File: src/rtl/icp_pkg.sv
package icp_pkg;

  // Bus widths and stack depth of the core.
  localparam int ICP_INSN_W  = 14;
  localparam int ICP_DATA_W  = 8;
  localparam int ICP_PC_W    = 11;
  localparam int ICP_STACK_D = 8;

  // Phase counter codes; four phases make one instruction cycle.
  localparam logic [1:0] ICP_PH_ONE   = 2'h0;
  localparam logic [1:0] ICP_PH_TWO   = 2'h1;
  localparam logic [1:0] ICP_PH_THREE = 2'h2;
  localparam logic [1:0] ICP_PH_FOUR  = 2'h3;

  // Reset values.
  localparam logic [ICP_PC_W-1:0]   ICP_PC_RST   = 11'h000;
  localparam logic [ICP_INSN_W-1:0] ICP_NOP_WORD = 14'h0000;

  // Flow-change request kinds from the decoder.
  typedef enum logic [1:0] {
    ICP_FLOW_SEQ,
    ICP_FLOW_JUMP,
    ICP_FLOW_CALL,
    ICP_FLOW_RET
  } icp_flow_t;

  // Decoder answer for the instruction in execute.
  typedef struct packed {
    icp_flow_t             flow;
    logic [ICP_PC_W-1:0]   target;
    logic                  wr_en;
    logic [ICP_DATA_W-1:0] wr_data;
  } icp_exec_t;

  // Phase strobes, one-hot.
  typedef struct packed {
    logic one;
    logic two;
    logic three;
    logic four;
  } icp_phase_t;

endpackage

File: src/rtl/icp_stack.sv
`timescale 1ns/100ps

// Circular return-address stack; overflow wraps and overwrites the oldest.
module icp_stack
  import icp_pkg::*;
#(
  parameter int DEPTH = ICP_STACK_D,
  parameter int WIDTH = ICP_PC_W
) (
  input  wire logic             clk,
  input  wire logic             rst_b,
  input  wire logic             push,
  input  wire logic             pop,
  input  wire logic [WIDTH-1:0] push_data,
  output logic      [WIDTH-1:0] top_data
);

  localparam int PW = $clog2(DEPTH);

  logic [WIDTH-1:0] mem_reg [DEPTH];
  logic [PW-1:0]    ptr_reg;

  // Top of stack sits one below the write pointer.
  assign top_data = mem_reg[ptr_reg - PW'(1)];

  // Pointer moves on push or pop; wrapping mirrors the hardware stack.
  always_ff @(posedge clk) begin
    if (!rst_b) begin
      ptr_reg <= '0;
    end else if (push) begin
      ptr_reg <= ptr_reg + PW'(1);
    end else if (pop) begin
      ptr_reg <= ptr_reg - PW'(1);
    end
  end

  // Storage needs no reset; an empty pop simply returns stale data.
  always_ff @(posedge clk) begin
    if (push) begin
      mem_reg[ptr_reg] <= push_data;
    end
  end

endmodule

File: src/rtl/icp_core.sv
`timescale 1ns/100ps

// Function
// - Divide the oscillator clock by four into four non-overlapping phases.
// - Load the program counter with plus one, a target or the return address in phase one of each cycle, except the no-op slot after a flow change.
// - Capture the fetched program word into the instruction latch in phase four.
// - Decode and execute an instruction over the following full cycle.
// - Fetch overlaps execute; flow changes take two instruction cycles.
// - Separate 14-bit program bus and 8-bit data bus.
// - Eight-deep hardware return-address stack.
// - Read data operand in phase two, write result in phase four.
module icp_core
  import icp_pkg::*;
#(
  parameter int PC_W    = ICP_PC_W,
  parameter int STACK_D = ICP_STACK_D
) (
  input  wire logic                  CLOCK,
  input  wire logic                  RST_B,
  output logic      [PC_W-1:0]       PROG_ADDR,
  output logic                       PROG_RD,
  input  wire logic [ICP_INSN_W-1:0] PROG_DATA,
  output logic      [ICP_INSN_W-1:0] EXEC_INSN,
  output logic                       EXEC_VALID,
  input  wire icp_exec_t             EXEC_CTRL,
  output logic                       DATA_RD,
  input  wire logic [ICP_DATA_W-1:0] DATA_RDATA,
  output logic      [ICP_DATA_W-1:0] DATA_OPERAND,
  output logic                       DATA_WR,
  output logic      [ICP_DATA_W-1:0] DATA_WDATA,
  output icp_phase_t                 PHASE,
  output logic      [PC_W-1:0]       PC
);

  logic [1:0]            phase_reg;
  logic [PC_W-1:0]       pc_reg;
  logic [PC_W-1:0]       pc_next;
  logic [ICP_INSN_W-1:0] exec_reg;
  logic                  exec_ok_reg;
  logic                  flush_reg;
  logic [ICP_DATA_W-1:0] operand_reg;
  logic                  flow_chg;
  logic [PC_W-1:0]       ret_addr;
  logic                  ph_one;
  logic                  ph_two;
  logic                  ph_three;
  logic                  ph_four;

  // Divide by four with a free-running two-bit phase counter.
  always_ff @(posedge CLOCK) begin
    if (!RST_B) begin
      phase_reg <= ICP_PH_ONE;
    end else begin
      phase_reg <= phase_reg + 2'h1;
    end
  end

  assign ph_one  = (phase_reg == ICP_PH_ONE);
  assign ph_two   = (phase_reg == ICP_PH_TWO);
  assign ph_three = (phase_reg == ICP_PH_THREE);
  assign ph_four  = (phase_reg == ICP_PH_FOUR);
  // Decoded from one counter, so the phases can never overlap.
  assign PHASE = '{one: ph_one, two: ph_two,
                   three: ph_three, four: ph_four};

  // A flow change is only honoured for a valid instruction in execute.
  assign flow_chg = exec_ok_reg && (EXEC_CTRL.flow != ICP_FLOW_SEQ);

  // Next program counter: the target, a return address, or plus one.
  always_comb begin
    unique case (EXEC_CTRL.flow)
      ICP_FLOW_JUMP, ICP_FLOW_CALL: pc_next = EXEC_CTRL.target;
      ICP_FLOW_RET:                 pc_next = ret_addr;
      ICP_FLOW_SEQ:                 pc_next = pc_reg + PC_W'(1);
    endcase
    if (!exec_ok_reg) begin
      pc_next = pc_reg + PC_W'(1);
    end
  end

  // The counter moves in phase one only; a jump lands in the same slot.
  // In the no-op slot after a flow change it holds, so the target word
  // dropped by the flush is fetched a second time.
  always_ff @(posedge CLOCK) begin
    if (!RST_B) begin
      pc_reg <= ICP_PC_RST;
    end else if (ph_one && !flush_reg) begin
      pc_reg <= pc_next;
    end
  end

  // Program memory is addressed with the counter; fetch strobe in phase four.
  assign PROG_ADDR = pc_reg;
  assign PROG_RD   = ph_four;
  assign PC        = pc_reg;

  // Flush is armed by a flow change in phase one and lasts one cycle.
  // The word fetched then already comes from the target, but its slot is
  // the branch penalty, so it is dropped and fetched again next cycle.
  always_ff @(posedge CLOCK) begin
    if (!RST_B) begin
      flush_reg <= 1'b0;
    end else if (ph_one) begin
      flush_reg <= flow_chg;
    end
  end

  // Instruction register takes the fetched word at the end of phase four,
  // so it executes over the whole following cycle.
  // A flushed word becomes a no-op cycle, so branches cost two.
  always_ff @(posedge CLOCK) begin
    if (!RST_B) begin
      exec_reg    <= ICP_NOP_WORD;
      exec_ok_reg <= 1'b0;
    end else if (ph_four) begin
      if (flush_reg) begin
        exec_reg <= ICP_NOP_WORD;
      end else begin
        exec_reg <= PROG_DATA;
      end
      exec_ok_reg <= !flush_reg;
    end
  end

  assign EXEC_INSN  = exec_reg;
  assign EXEC_VALID = exec_ok_reg;

  // Operand read strobes in phase two and is held for the cycle.
  assign DATA_RD = exec_ok_reg && ph_two;
  always_ff @(posedge CLOCK) begin
    if (!RST_B) begin
      operand_reg <= '0;
    end else if (DATA_RD) begin
      operand_reg <= DATA_RDATA;
    end
  end
  assign DATA_OPERAND = operand_reg;

  // Destination write in phase four; data registered for a clean bus.
  assign DATA_WR = exec_ok_reg && ph_four && EXEC_CTRL.wr_en;
  always_ff @(posedge CLOCK) begin
    if (!RST_B) begin
      DATA_WDATA <= '0;
    end else if (exec_ok_reg && ph_three) begin
      DATA_WDATA <= EXEC_CTRL.wr_data;
    end
  end

  // Calls push the return address, returns pop it, in phase one.
  // The return address is the word after the call, not the call itself.
  icp_stack #(
    .DEPTH (STACK_D),
    .WIDTH (PC_W)
  ) u_stack (
    .clk       (CLOCK),
    .rst_b     (RST_B),
    .push      (ph_one && exec_ok_reg
                && EXEC_CTRL.flow == ICP_FLOW_CALL),
    .pop       (ph_one && exec_ok_reg
                && EXEC_CTRL.flow == ICP_FLOW_RET),
    .push_data (pc_reg + PC_W'(1)),
    .top_data  (ret_addr)
  );

endmodule

File: config.mk
export PLATFORM = sky130hd
export DESIGN_NAME = icp_core
export DESIGN_NICKNAME = d
export VERILOG_FILES = /design/src/rtl/icp_pkg.sv /design/src/rtl/icp_stack.sv /design/src/rtl/icp_core.sv
export SDC_FILE = /design/constraint.sdc
export NUM_CORES = 1
export LEC_CHECK = 0
export BUFFER_PORTS_ARGS = -buffer_cell sky130_fd_sc_hd__buf_4
export CAP_MARGIN = 25
export CORE_AREA = 2 2 183 95
export CTS_CLUSTER_SIZE = 16
export DETAILED_ROUTE_END_ITERATION = 12
export DIE_AREA = 0 0 185 97
export SLEW_MARGIN = 20
export SYNTH_ARGS = -nofsm -noshare
export SYNTH_HDL_FRONTEND = slang
export SYNTH_SLANG_ARGS = --single-unit
export TNS_END_PERCENT = 100
File: constraint.sdc
create_clock -name CLOCK -period 3.8 [get_ports CLOCK]
set_input_delay 0.38 -clock CLOCK [delete_from_list [all_inputs] [get_ports CLOCK]]
set_output_delay 0.38 -clock CLOCK [all_outputs]
set_load 0.05 [all_outputs]
* Word-level counts from Yosys, hierarchy flattened
Memories as Yosys holds them, arrays and structs flattened.
Cells that the tools add are included.
** Storage, ports and cells
- Bits in registers :: 48
- Logic and storage cells :: 41
- Output and inout port bits :: 60
- Input bits :: 46
- Memory bits (writable) :: 88
- Memories :: 1
** Memories
- u_stack.mem_reg :: depth 8, width 11, rd ports 1, clocked after memory_dff 0, wr ports 1, line icp_stack.sv:20 : logic [WIDTH-1:0] mem_reg [DEPTH];
** Cells by class
- Multiplexer cells :: 7
- Eq/ne operators :: 6
- Add/subtract/negate cells :: 4
- Reduce and logical (&&, ||, !) cells :: 15
** Operators with widths (count)
- one-hot mux 11 bit (3 select lines) :: 1
- 2-to-1 mux 14 bit :: 1
- adder 11 x 1 -> 11 bit, second input constant :: 1
- 2-to-1 mux 11 bit :: 1
- logical AND 1 bit :: 9
- == test 2 bit, second input constant :: 4
- 2-to-1 mux 3 bit :: 2
- == test 2 x 1 -> 1 bit, second input constant :: 2
- logical NOT 2 bit :: 2
- nonzero test 2 bit :: 2
- adder 3 x 1 -> 3 bit, second input constant :: 1
- subtractor 3 x 1 -> 3 bit, second input constant :: 1
- adder 2 x 1 -> 2 bit, second input constant :: 1
- 2-to-1 mux 1 bit :: 2
- OR reduction 2 bit :: 1
- logical NOT 1 bit :: 1

* Logic depth before layout (Yosys ltp)
- Word-level depth :: 5
- Depth in mapped cells :: 10
- Depth with buffers taken out :: 7

* Cells and area by module
Synthesis repeated with hierarchy kept, for this count alone.
** Second synthesis, totals
- Cells, all modules :: 534
- Area total of the unflattened synthesis :: 6158.4 um2
** Modules (own cells, without submodules)
- icp_stack :: seq. area each 2702.6 um2, area an instance 3798.6 um2, times used 1, cells an instance 236
- icp_core :: seq. area each 900.9 um2, area an instance 2359.8 um2, times used 1, cells an instance 298

* Worst setup path before layout
OpenSTA, ideal clock, no wires.
- Path kind :: reg2reg
- From :: register u_stack.ptr_reg[0]
- To :: register pc_reg[9], in the netlist PC[9]
- Stages on the path, launching flop included :: 10
- Setup time :: 0.133 ns
- Clock period less this slack :: 2.740 ns
- Path buffers :: 2
- Arrival :: 2.607 ns
- Required time :: 3.667 ns
- Setup slack :: 1.060 ns
- Path through :: dfxtp_1 > clkbuf_1 > clkinv_1 > ha_1 > xor2_4 > buf_6 > mux4_1 > mux2_2 > o2111ai_1 > a31oi_1
** Between the ends
- Word-level cells in the longest chain between the ends :: 4
** Ends and longest elaborated chain
- start, declared :: line icp_stack.sv:21 : logic [PW-1:0] ptr_reg;
- start signal, assigned :: line icp_stack.sv:31 : ptr_reg <= ptr_reg + PW'(1);
- start signal, assigned :: line icp_stack.sv:33 : ptr_reg <= ptr_reg - PW'(1);
- subtractor 3 x 1 -> 3 bit :: line icp_stack.sv:24 : assign top_data = mem_reg[ptr_reg - PW'(1)];
- memory (8 x 11 bit)
- one-hot mux 11 bit (3 select lines) :: line icp_core.sv:71 : unique case (EXEC_CTRL.flow)
- 2-to-1 mux 11 bit :: line icp_core.sv:76 : if (!exec_ok_reg) begin
- end signal, assigned :: line icp_core.sv:88 : pc_reg <= pc_next;
- end, declared :: line icp_core.sv:36 : logic [PC_W-1:0] pc_reg;
No other way between the ends.
A chain may end at the register's enable or synchronous reset.

* Worst setup path in the final report
- From :: register u_stack.ptr_reg[0]
- To :: register pc_reg[0], in the netlist PC[0]
Same word-level chain as after synthesis.

==> results.cfg <==
[status]
status = finished clean

[critical_path]
rr_endpoint = PC[0]
critPathArrivalTime_ps = 3050
path_class = reg2reg
start_kind = register
worstPathRequired_ps = 4070
worst-r2r-setup-slack_ps = 1010
critical_path.max_fanout = 15
r2r_cells = 7
endpoint_kind = register
reg2reg_from = u_stack.ptr_reg[0]

[timing]
setup_viol = 0
hold_viol = 0
finalCritPeriodShare = 0.734
drv_slew = 0
rsz0062_at_grt = false
fin_skew_ps = 9.46
min_period_ps = 2790
fmax_mhz = 358
holdWs_ps = 192
finalSetupTns_ps = 0
slew_headroom = 0.344
worst_pin_slew_ps = 982

[synth]
yosys_warnings = 0
synth_nets = 542
synth.most_common_cell = edfxtp_1
ys_top_cells_by_area = edfxtp_1 (44%), dfxtp_1 (16%), mux4_2 (4.5%), nand2_1 (4.0%), mux4_1 (3.5%)
synthFlopType = edfxtp_1
synth_enable_flop_cells = 88
synth-xor-area-share = 0.0207
synth_cell_type_count = 51
ys_ff_latch = 136
async_reset_ff_frac = 0
synth_mux_area_frac = 0.0911
yosysTopAreaCell = edfxtp_1
synth-simple-area-share = 0.120
avgSynthCellArea_um2 = 12.3
synth_top_area_share = 0.442
syn_area_mm2 = 0.00597
synthAdderAreaFrac = 0.0209
seq_area_frac_synth = 0.603
synthTopCellsByCount = edfxtp_1 (88), nand2_1 (63), dfxtp_1 (48)
synth_top_family_by_area = simple AND/OR/NAND/NOR gates
synthCells = 486
synth_compound_area_frac = 0.0964

[die]
core_mm2 = 0.0162
start_util = 0.369
std_cell_rows = 33
die_w_um = 185
ioPinCount = 106
die_y_um = 97
dieArea_mm2 = 0.0179

[min_path]
hold_start = PROG_DATA[5]
min_path_type = in2reg
hold_depth = 3
holdPathEnd = EXEC_INSN[5]

[clock_network]
cts_setup_buffers = 0
numCtsBuffers = 17
ctsResizeCount = 0
clkSinkCount = 136
clkLatencyLatePin_ps = 410
cts_tree = done
clk_path_buf_depth = 2
cts.clk_slew.worst_paths_ps = 60
htreeDepth = 4
postCtsHoldBufs = 0
cts_root_buf = clkbuf_16

[power_and_ir_drop]
fin_total_pwr_uw = 3750
peakVddDrop_v = 0.000298
p_leak_uw = 0.00287
power_density_mw_per_mm2 = 496

[placed_design]
gp_congestion = 0.836
portBuffers = 105
place_hpwl_um = 10300

[route]
via_per_inst = 5.12
antenna_left = 0
drt_iter0_markers = 247
drc = 0
wirelength_um = 14900
dr.pass1.iters = 5
routedWlPerCell_um = 18.1
via_count = 4217

[finish]
fillerInstances = 1493
n_antenna_cell = 0
final_layout_size_suffix_gt1_frac = 0.285
largest_register_ffs = 88
layout.nets = 640
syn2layout_area_growth_pct = 26.4

[grt]
grt_pass1_vias = 4227
grt_max_degree = 35
antenna_found_initial = 0
grt_pass1_wl_um = 23600
grt_util_all_layers = 0.175
grt_overflow = 0

[flow_run]
drv_cap = 0
-- per-stage QoR --
step | worst slack [ps] | cells | instance area [um^2] | util
final | 1010 | 824 | 7550 | 0.467
after global routing | 861 | 824 | 7550 | 0.467
after CTS | 1010 | 824 | 7550 | 0.467
after detailed placement | 1020 | 792 | 6940 | 0.429
after global placement | 1070 | 792 | 6940 | 0.429
after floorplan | 1060 | 486 | 5970 | -
-- cell families (layout without fill, tap and decap cells) --
family                     after synthesis  count (layout)
AOI/OAI and AO/OA                       91              91
xor gates and xnor gates                12              12
adders and majority gates               10              10
buffers and inverters                   56             167
DFF                                    136             136
muxes                                   26              26
and+or+nand+nor                        155             155
-- worst max-delay path by stage --
stage | startpoint | endpoint | cells past startpoint
6_report | u_stack.ptr_reg[0] | PC[0] | 7
3_3_place_gp | u_stack.ptr_reg[0] | PC[7] | 7
3_5_place_dp | u_stack.ptr_reg[0] | PC[0] | 7
2_1_floorplan | u_stack.ptr_reg[0] | PC[9] | 9
5_1_grt | u_stack.ptr_reg[0] | PC[7] | 7
4_1_cts | u_stack.ptr_reg[0] | PC[7] | 7
-- area by class of cell --
class	count	area (um^2)	share of cell area
Clock buffer	17	425	0.0563
Clock inverter	15	189	0.0250
Inverter	13	48.8	0.00646
Multi-Input combinational cell	294	2090	0.276
Sequential cell	136	3600	0.477
Tap cell	227	284	0.0376
Timing Repair Buffer	122	916	0.121
-- worst max-delay path, cell delays in order (launching register included) --
cell       delay (ps)
dfxtp_1           330
clkinv_1          250
ha_1              390
xor2_4            560
mux4_1            630
mux2_2            280
o2111ai_1          90
a221oi_1          100
-- cells in the final DEF, fill, tap and decap left out, drive strengths merged, types with 4 or more instances in the layout --
master  instances
nand4           5
a211oi          5
o21ai          15
buf           122
nor3            7
clkinv          6
nand2b          8
edfxtp         88
xnor2           6
nor2           30
a221oi          6
nand2          63
inv            16
clkbuf         17
xor2            6
ha             10
a21oi          36
a31oi           4
nand3          13
mux4           20
nor2b          20
dfxtp          48
-- report_power, final --
group          internal, uW  switching [uW]
Sequential             1610            28.9
Combinational           135             269
Clock                  1050             662
-- routing by layer --
metal,routed length (um),GRT usage,vias up
met1,6680,0.231,2066
met3,959,0.0467,24
met4,236,0.0684,0
met2,7070,0.273,145
li1,-,-,1982
met5,0,0,-
(Power assumes the default switching activity.)
